==> config.mk <==
export PLATFORM = sky130hd
export DESIGN_NAME = tlfc_host
export DESIGN_NICKNAME = d
export VERILOG_FILES = /design/src/tlfc_pkg.sv /design/src/tlfc_host.sv
export SDC_FILE = /design/constraint.sdc
export NUM_CORES = 1
export LEC_CHECK = 0
export ABC_AREA = 1
export ABC_CLOCK_PERIOD_IN_PS = 2400
export BUFFER_PORTS_ARGS = -buffer_cell sky130_fd_sc_hd__buf_2
export CAP_MARGIN = 20
export CORE_MARGIN = 2
export CORE_UTILIZATION = 60
export CTS_CLUSTER_SIZE = 25
export DETAILED_ROUTE_END_ITERATION = 6
export GPL_TIMING_DRIVEN = 0
export PLACE_DENSITY = 0.86
export SYNTH_ARGS = -nofsm -noshare
export SYNTH_HDL_FRONTEND = slang
export SYNTH_SLANG_ARGS = --single-unit
==> constraint.sdc <==
create_clock -name clk -period 2.4 [get_ports clk]
set_input_delay 0.24 -clock clk [delete_from_list [all_inputs] [get_ports clk]]
set_output_delay 0.24 -clock clk [all_outputs]
set_load 0.005 [all_outputs]
==> src/tlfc_pkg.sv <==
// Constants for the tri-level frequency-control host link.
// Assumes a 250 MHz system clock; all timing is counted in its cycles.
package tlfc_pkg;
  localparam int CLK_MHZ = 250;
  // Symbol phase times in ns (high/low and middle least 500 ns each)
  localparam int T_LOGIC_NS = 500;
  localparam int T_MIDDLE_NS = 500;
  localparam int LOGIC_CYC = (T_LOGIC_NS * CLK_MHZ + 999) / 1000;
  localparam int MIDDLE_CYC = (T_MIDDLE_NS * CLK_MHZ + 999) / 1000;
  // Frame timing in us
  localparam int T_FRAME_US = 40;
  localparam int T_GAP_US = 2;
  localparam int FRAME_CYC = T_FRAME_US * CLK_MHZ;
  localparam int GAP_CYC = T_GAP_US * CLK_MHZ;
  // Update rate limit of two-frame mode: 12.5 K per second -> 80 us
  localparam int T_UPDATE_US = 80;
  localparam int UPDATE_CYC = T_UPDATE_US * CLK_MHZ;
  // Frame layout
  localparam int FRAME_BITS = 40;
  localparam logic [7:0] HDR_HI = 8'hfa;
  localparam logic [3:0] HDR_LO = 4'ha;
  localparam logic [7:0] ADDR_UPPER = 8'h06;
  localparam logic [7:0] ADDR_LOW = 8'h07;
  // Software register offsets of the controller
  localparam logic [3:0] OFS_CTRL = 4'h0;
  localparam logic [3:0] OFS_VALUE = 4'h1;
  localparam logic [3:0] OFS_STATUS = 4'h2;
  localparam int CTRL_MODE2 = 0;
  localparam int CTRL_GO = 1;
  localparam int CTRL_ADDR_LSB = 4;
  localparam logic [31:0] CTRL_RESET = 32'h0;
endpackage

==> src/tlfc_host.sv <==
// Host controller that drives the single tri-level control pin of a pulled oscillator.
// Assumes an external tri-state pin: out_en low lets a resistor divider make the middle level.
//
// Strobed register access was chosen for this implementation.
module tlfc_host #(
  parameter int FRAME_CYCLES = tlfc_pkg::FRAME_CYC,
  parameter int UPDATE_CYCLES = tlfc_pkg::UPDATE_CYC
) (
  // Clock and reset
  input wire logic clk,
  input wire logic resetn,
  // Software register port
  input wire logic [3:0] reg_addr,
  input wire logic [31:0] reg_wdata,
  input wire logic reg_wr,
  input wire logic reg_rd,
  output logic [31:0] reg_rdata,
  // Tri-level control pin drive
  output logic control_pin_o,
  output logic control_pin_oe
);
  typedef enum logic [2:0] {
    TLFC_IDLE = 3'b000,
    TLFC_DRIVE = 3'b001,
    TLFC_MID = 3'b011,
    TLFC_PAD = 3'b010,
    TLFC_GAP = 3'b110
  } tlfc_state_e;

  // The phase counter also times the 500-cycle gap, which fits in its ten bits
  localparam int PH_W = 10;
  // Frame and rate counters hold the 20000-cycle update window
  localparam int FR_W = 16;

  // Register map of the software port, one 32-bit word per index
  //   0 control: bit 0 two-frame mode, bit 1 go, bits 7:4 device address nibble
  //     A read shows go while it is still pending
  //   1 value: bits 22:0 signed offset, bits 15:0 only in single-frame mode
  //     Writes are dropped while a frame is in flight or go is pending,
  //     so the words on the pin always come from one consistent value
  //   2 status: bit 0 busy, bit 1 rate window open, bits 31:16 frame count
  //   Any other index reads as zero; read data stand one cycle only

  // Pin timing per bit, in clock cycles
  //   Drive phase: enable high for the logic phase count, data shows the bit
  //   Middle phase: enable low for the middle phase count, divider settles
  //   A frame of forty bits is padded up to the frame length, then the pin
  //   stays released for the gap; a two-frame update sends its second frame
  //   right after that gap.
  //   Data and enable both come from flip-flops fed by one state, so an
  //   external buffer never sees enable lead the data by a gate delay

  tlfc_state_e state_q;
  logic mode2_q;
  logic [3:0] dev_addr_q;
  logic [22:0] value_q;
  logic go_q;
  logic [39:0] shreg_q;
  logic [5:0] bit_cnt_q;
  logic [PH_W-1:0] ph_cnt_q;
  logic [FR_W-1:0] fr_cnt_q;
  logic [FR_W-1:0] rate_cnt_q;
  logic second_q;
  logic [31:0] frames_q;
  logic start;
  logic [39:0] frame_upper;
  logic [39:0] frame_low;
  logic [15:0] upper_word;
  logic [15:0] low_word;
  logic last_bit;

  // Split the offset into upper word and low seven bits
  always_comb begin
    if (mode2_q) begin
      upper_word = value_q[22:7];
      low_word = {9'h000, value_q[6:0]};
    end else begin
      upper_word = value_q[15:0];
      low_word = 16'h0000;
    end
    frame_upper = {tlfc_pkg::HDR_HI, dev_addr_q, tlfc_pkg::HDR_LO,
                   tlfc_pkg::ADDR_UPPER, upper_word};
    frame_low = {tlfc_pkg::HDR_HI, dev_addr_q, tlfc_pkg::HDR_LO,
                 tlfc_pkg::ADDR_LOW, low_word};
  end

  // Update may start only when idle and the rate window has elapsed
  assign start = go_q && state_q == TLFC_IDLE && rate_cnt_q == '0;
  assign last_bit = bit_cnt_q == 6'(tlfc_pkg::FRAME_BITS - 1);

  // Software control writes; GO stays pending until the link takes it
  always_ff @(posedge clk or negedge resetn) begin
    if (!resetn) begin
      mode2_q <= 1'b0;
      dev_addr_q <= 4'h0;
      value_q <= 23'h000000;
      go_q <= 1'b0;
    end else begin
      if (reg_wr && reg_addr == tlfc_pkg::OFS_CTRL) begin
        mode2_q <= reg_wdata[tlfc_pkg::CTRL_MODE2];
        dev_addr_q <= reg_wdata[tlfc_pkg::CTRL_ADDR_LSB +: 4];
      end
      if (reg_wr && reg_addr == tlfc_pkg::OFS_VALUE && state_q == TLFC_IDLE && !go_q) begin
        value_q <= reg_wdata[22:0];
      end
      if (start) begin
        go_q <= 1'b0;
      end else if (reg_wr && reg_addr == tlfc_pkg::OFS_CTRL && reg_wdata[tlfc_pkg::CTRL_GO]) begin
        go_q <= 1'b1;
      end
    end
  end

  // Read data one cycle after the strobe
  always_ff @(posedge clk or negedge resetn) begin
    if (!resetn) begin
      reg_rdata <= 32'h0;
    end else if (reg_rd) begin
      unique case (reg_addr)
        tlfc_pkg::OFS_CTRL: reg_rdata <= {24'h0, dev_addr_q, 2'b00, go_q, mode2_q};
        tlfc_pkg::OFS_VALUE: reg_rdata <= {9'h0, value_q};
        tlfc_pkg::OFS_STATUS: reg_rdata <= {frames_q[15:0], 14'h0,
                                            rate_cnt_q != '0, state_q != TLFC_IDLE};
        default: reg_rdata <= 32'h0;
      endcase
    end else begin
      reg_rdata <= 32'h0;
    end
  end

  // Symbol sequencer: drive phase, middle phase, frame padding, gap
  always_ff @(posedge clk or negedge resetn) begin
    if (!resetn) begin
      state_q <= TLFC_IDLE;
      shreg_q <= 40'h0;
      bit_cnt_q <= 6'h0;
      ph_cnt_q <= '0;
      second_q <= 1'b0;
    end else begin
      unique case (state_q)
        TLFC_IDLE: begin
          if (start) begin
            shreg_q <= mode2_q ? frame_low : frame_upper;
            second_q <= mode2_q;
            bit_cnt_q <= 6'h0;
            ph_cnt_q <= '0;
            state_q <= TLFC_DRIVE;
          end
        end
        TLFC_DRIVE: begin
          ph_cnt_q <= ph_cnt_q + 1'b1;
          if (ph_cnt_q == PH_W'(tlfc_pkg::LOGIC_CYC - 1)) begin
            ph_cnt_q <= '0;
            state_q <= TLFC_MID;
          end
        end
        TLFC_MID: begin
          ph_cnt_q <= ph_cnt_q + 1'b1;
          if (ph_cnt_q == PH_W'(tlfc_pkg::MIDDLE_CYC - 1)) begin
            ph_cnt_q <= '0;
            shreg_q <= {shreg_q[38:0], 1'b0};
            bit_cnt_q <= bit_cnt_q + 1'b1;
            state_q <= last_bit ? TLFC_PAD : TLFC_DRIVE;
          end
        end
        TLFC_PAD: begin
          if (fr_cnt_q >= FR_W'(FRAME_CYCLES - 1)) begin
            ph_cnt_q <= '0;
            state_q <= TLFC_GAP;
          end
        end
        TLFC_GAP: begin
          ph_cnt_q <= ph_cnt_q + 1'b1;
          if (ph_cnt_q == PH_W'(tlfc_pkg::GAP_CYC - 1)) begin
            ph_cnt_q <= '0;
            if (second_q) begin
              second_q <= 1'b0;
              shreg_q <= frame_upper;
              bit_cnt_q <= 6'h0;
              state_q <= TLFC_DRIVE;
            end else begin
              state_q <= TLFC_IDLE;
            end
          end
        end
        default: state_q <= TLFC_IDLE;
      endcase
    end
  end

  // Frame length counter, restarted at each frame's first symbol
  always_ff @(posedge clk or negedge resetn) begin
    if (!resetn) begin
      fr_cnt_q <= '0;
    end else if (state_q == TLFC_IDLE || state_q == TLFC_GAP) begin
      fr_cnt_q <= '0;
    end else if (fr_cnt_q != '1) begin
      fr_cnt_q <= fr_cnt_q + 1'b1;
    end
  end

  // Update-rate window started with each update
  always_ff @(posedge clk or negedge resetn) begin
    if (!resetn) begin
      rate_cnt_q <= '0;
      frames_q <= 32'h0;
    end else begin
      if (start) begin
        rate_cnt_q <= FR_W'(UPDATE_CYCLES - 1);
      end else if (rate_cnt_q != '0) begin
        rate_cnt_q <= rate_cnt_q - 1'b1;
      end
      if (state_q == TLFC_PAD && fr_cnt_q >= FR_W'(FRAME_CYCLES - 1)) begin
        frames_q <= frames_q + 32'h1;
      end
    end
  end

  // Pin drive; data and enable come from one state, so they change together
  always_ff @(posedge clk or negedge resetn) begin
    if (!resetn) begin
      control_pin_o <= 1'b0;
      control_pin_oe <= 1'b0;
    end else begin
      control_pin_o <= shreg_q[39];
      control_pin_oe <= state_q == TLFC_DRIVE;
    end
  end

  // Assertions on the pin timing and the frame sequence

  // A released middle phase lasts at least eight cycles before the next drive
  chk_mid_after_bit: assert property (@(posedge clk) disable iff (!resetn)
    $fell(control_pin_oe) |-> !control_pin_oe [*8])
    else $error("middle phase shorter than expected");

  // A driven phase lasts at least eight cycles
  chk_drive_len: assert property (@(posedge clk) disable iff (!resetn)
    $rose(control_pin_oe) |-> control_pin_oe [*8])
    else $error("drive phase too short");

  // Data may not move while the pin is driven, or the buffer could glitch
  chk_data_steady: assert property (@(posedge clk) disable iff (!resetn)
    control_pin_oe && $past(control_pin_oe) |-> $stable(control_pin_o))
    else $error("pin data changed during drive phase");

  // Taking go clears it and opens the rate window
  chk_go_taken: assert property (@(posedge clk) disable iff (!resetn)
    start |=> !go_q && rate_cnt_q != '0)
    else $error("start did not arm rate window");

  // No new update while the rate window is open
  chk_rate_block: assert property (@(posedge clk) disable iff (!resetn)
    rate_cnt_q != '0 |-> !start)
    else $error("update started inside rate window");

  // Two-frame updates begin with the low-bits register
  chk_low_first: assert property (@(posedge clk) disable iff (!resetn)
    start && mode2_q |=> shreg_q[23:16] == tlfc_pkg::ADDR_LOW)
    else $error("two-frame update did not begin with low frame");

  // The low-bits word carries only seven offset bits, the rest zero
  chk_low_pad: assert property (@(posedge clk) disable iff (!resetn)
    start && mode2_q |=> shreg_q[15:7] == 9'h000)
    else $error("low word carries bits above bit six");

  // A single-frame update goes straight to the upper word
  chk_upper_addr: assert property (@(posedge clk) disable iff (!resetn)
    start && !mode2_q |=> shreg_q[23:16] == tlfc_pkg::ADDR_UPPER)
    else $error("single frame not addressed to upper word");

  // The second frame of a pair is the upper word
  chk_second_upper: assert property (@(posedge clk) disable iff (!resetn)
    state_q == TLFC_GAP && second_q && ph_cnt_q == PH_W'(tlfc_pkg::GAP_CYC - 1)
    |=> shreg_q[23:16] == tlfc_pkg::ADDR_UPPER)
    else $error("second frame not addressed to upper word");

  // The pin stays released through the gap
  chk_gap_idle: assert property (@(posedge clk) disable iff (!resetn)
    state_q == TLFC_GAP |-> ##1 !control_pin_oe)
    else $error("pin driven during gap");

  // The gap runs its full count before anything else happens
  chk_gap_len: assert property (@(posedge clk) disable iff (!resetn)
    $past(state_q) == TLFC_GAP && state_q != TLFC_GAP
    |-> $past(ph_cnt_q) == PH_W'(tlfc_pkg::GAP_CYC - 1))
    else $error("gap between frames cut short");

  // Padding starts exactly forty symbol times after the first bit
  chk_pad_len: assert property (@(posedge clk) disable iff (!resetn)
    state_q == TLFC_PAD && $past(state_q) != TLFC_PAD |->
      fr_cnt_q == FR_W'(tlfc_pkg::FRAME_BITS * (tlfc_pkg::LOGIC_CYC + tlfc_pkg::MIDDLE_CYC)))
    else $error("frame symbol time wrong before padding");

  // Every frame holds forty bits
  chk_frame_bits: assert property (@(posedge clk) disable iff (!resetn)
    state_q == TLFC_PAD && $past(state_q) != TLFC_PAD |-> bit_cnt_q == 6'(tlfc_pkg::FRAME_BITS))
    else $error("frame did not hold forty bits");

  // An idle link leaves the pin at the middle level
  chk_idle_mid: assert property (@(posedge clk) disable iff (!resetn)
    state_q == TLFC_IDLE && $past(state_q) == TLFC_IDLE |-> !control_pin_oe)
    else $error("pin driven while idle");

  // The offset cannot change under a frame in flight
  chk_value_lock: assert property (@(posedge clk) disable iff (!resetn)
    state_q != TLFC_IDLE && $past(state_q) != TLFC_IDLE |-> $stable(value_q))
    else $error("offset changed during update");

  // Read data are zero except in the cycle after a read strobe
  chk_rdata_zero: assert property (@(posedge clk) disable iff (!resetn)
    !$past(reg_rd) |-> reg_rdata == 32'h0)
    else $error("read data outside read cycle");

  // Main scenarios
  cov_single: cover property (@(posedge clk) disable iff (!resetn) start && !mode2_q);
  cov_double: cover property (@(posedge clk) disable iff (!resetn) start && mode2_q);
  cov_second: cover property (@(posedge clk) disable iff (!resetn)
    state_q == TLFC_GAP && second_q ##1 state_q == TLFC_DRIVE);
  cov_other_addr: cover property (@(posedge clk) disable iff (!resetn)
    start && dev_addr_q != 4'h0);
endmodule

==> flow_summary.json <==
{
  "synthArstFlopShare": 1.00,
  "grtUsageTotal": 0.292,
  "hold_viol": 0,
  "finalMaxSlewViolations": 0,
  "ys_top_cells_by_count": "nand2_1, dfrtp_1, nor2_1, inv_1, nand3_1",
  "final_nets": 1221,
  "n_antenna_cell": 0,
  "cts.sinks": 171,
  "fin_crit_ns": 2.24,
  "ys_seq_elements": 171,
  "synthTopCellsByArea": "dfrtp_1, nand2_1, nand3_1",
  "cts_tree": "done",
  "leakage_uw": 0.00498,
  "syn2layout_area_growth_pct": 14.0,
  "std_cell_rows": 43,
  "criticalPathCategory": "flip-flop to flip-flop",
  "worstSetupEndpointType": "flip-flop",
  "setup_viol": 0,
  "clock.fmax_ghz": 0.446,
  "ctsRootBufferMaster": "clkbuf_16",
  "ys_warn_count": 0,
  "synth_flop_cell": "dfrtp_1",
  "die_area_um2": 15100,
  "critical_path.max_fanout": 10,
  "synth_most_common_cell": "nand2_1",
  "grt_pass1_wl_um": 34600,
  "wire_per_inst_um": 14.6,
  "fin_area_um2": 9640,
  "power_density_nw_per_um2": 1020,
  "synth_cell_types": 35,
  "synth_top_area_frac": 0.506,
  "ios": 74,
  "min-delay-path-class": "input pin to flip-flop",
  "finalClockSkew_ns": 0.00990,
  "num_vias": 7582,
  "die_h_um": 123,
  "syn_nets": 1136,
  "cp-start-kind": "flip-flop",
  "clk_pin_slew_ns": 0.07,
  "worst_pin_slew_ns": 0.722,
  "numPortBuffers": 64,
  "h-tree-depth": 4,
  "initial_core_util": 0.612,
  "arrival_ns": 2.56,
  "syn_area_um2": 8460,
  "synth-seq-area-share": 0.506,
  "grt_pass1_vias": 7332,
  "status": "complete, no violations",
  "clock_latency_ns": 0.43,
  "drt_iter0_markers": 644,
  "peakVddDrop_mv": 0.739,
  "drtAntennaViolNets": 0,
  "post-cts-setup-buffers": 0,
  "clk_path_buf_depth": 2,
  "dr.pass1.iters": 6,
  "core_um2": 13800,
  "tns_ns": 0,
  "postSynthAreaPerCell_um2": 7.76,
  "antenna_found_initial": 0,
  "slew_headroom": 0.517,
  "synthCells": 1090,
  "gp_congestion": 0.888,
  "period_share": 0.935,
  "finalNonFillerCells": 1368,
  "dp_cells": 1335,
  "overflow": 0,
  "synth_edf_count": 0,
  "rsz0062_at_grt": "no",
  "place_area_um2": 9040,
  "die_w_um": 123,
  "grt_max_degree": 104,
  "cts_made_buffers": 17,
  "cp.required_ns": 2.72,
  "viasPerCell": 5.54,
  "synth_top_cell_by_area": "dfrtp_1",
  "drive_gt1_frac": 0.120,
  "p_total_uw": 9870,
  "dp_hpwl_um": 14000,
  "drv_cap": 0,
  "drc": 0,
  "totalWireLength_um": 20000
}
[worst max-delay path, cell delays in order, from the launching register on]
cell,delay (ns)
dfrtp_1,0.47
inv_2,0.13
nand3_1,0.23
nor2_1,0.33
nand3_2,0.28
nand2_4,0.22
nand2_4,0.12
buf_2,0.22
nand2_1,0.09
nand2_1,0.05
[repair_timing]
item | in CTS | in global routing
hold buffers | 1 | 0
resized for setup | 0 | 2
setup endpoints to repair | 0 | 5
endpoints found under the hold margin | 68 | 0
[cells in the final DEF, fill, tap and decap left out, drive strengths merged, types with 2 or more instances in the layout]
master,netlist,routed
clkbuf,16,34
xor2,16,16
a31oi,3,3
or2,14,14
nand4,19,19
o211ai,2,2
nor3,12,12
nor2,118,118
buf,16,81
nand2,374,374
nand3,93,93
o21ai,65,65
nand3b,10,10
clkinvlp,0,3
a21oi,28,28
dfrtp,171,171
inv,103,111
xnor2,11,11
ha,6,6
clkinv,0,3
a21boi,6,6
[layout make-up]
class                           count  area (µm²)
Buffer                             32         174
Clock buffer                       18         429
Clock inverter                     14         151
Fill cell                        1052        4190
Inverter                          103         387
Multi-Input combinational cell    784        3630
Sequential cell                   171        4280
Tap cell                          180         225
Timing Repair Buffer               66         368
[power by group]
part | leakage (µW) | total [µW] | internal, µW | switching [µW]
clock | 0.000274 | 2690 | 1390 | 1300
combinational | 0.00249 | 3070 | 1120 | 1950
sequential | 0.00222 | 4110 | 3570 | 542
total | 0.00498 | 9870 | 6080 | 3790
[path summary, 6_finish.rpt]
check	slack, ns	endpoint	start	depth (start not counted)
max in group asynchronous	1.18	reg_rdata[23]	resetn	3
hold reg to reg	0.39	control_pin_o	shreg_q[39]	0
setup / recovery	0.16	shreg_q[39]	state_q[2]	9
setup reg to reg	0.16	shreg_q[39]	state_q[2]	9
hold / removal	0.06	value_q[18]	reg_wdata[18]	3
min in group asynchronous	0.36	ph_cnt_q[1]	resetn	2
[registers in the layout, indices dropped and copies added, names as in the netlist, 3 cells and up]
signal	cells
reg_rdata	32
frames_q	16
value_q	23
fr_cnt_q	16
state_q	3
dev_addr_q	4
rate_cnt_q	16
ph_cnt_q	10
bit_cnt_q	6
shreg_q	40
[kinds of logic (layout without fill, tap and decap cells)]
| kind of cell | count (synthesis) | after routing | share of synthesized area |
|---|---|---|---|
| AOI/OAI and AO/OA | 109 | 109 | 0.0691 |
| adders and majority gates | 6 | 6 | 0.00887 |
| xor gates and xnor gates | 27 | 27 | 0.0279 |
| and+or+nand+nor | 642 | 642 | 0.322 |
| buffers and inverters | 135 | 233 | 0.0663 |
| DFF | 171 | 171 | 0.506 |
[metal layers]
| layer | vias up | track usage | routed length [µm] |
|---|---|---|---|
| met1 | 3622 | 0.387 | 8580 |
| met4 | 0 | 0.0963 | 392 |
| met5 | - | 0 | 0 |
| met3 | 37 | 0.0497 | 1110 |
| met2 | 295 | 0.490 | 9940 |
| li1 | 3628 | - | - |
[stage by stage]
stage / hold slack, ns / util / setup slack [ns]
2_1_floorplan: -0.0556 / - / 0.676
6_report: 0.0564 / 0.697 / 0.157
3_3_place_gp: 0.366 / 0.651 / -1.54
3_5_place_dp: 0.225 / 0.654 / 0.226
4_1_cts: 0.0434 / 0.697 / 0.171
5_1_grt: 0.0634 / 0.697 / 0.0632
Power figures use the tool's default switching activity.
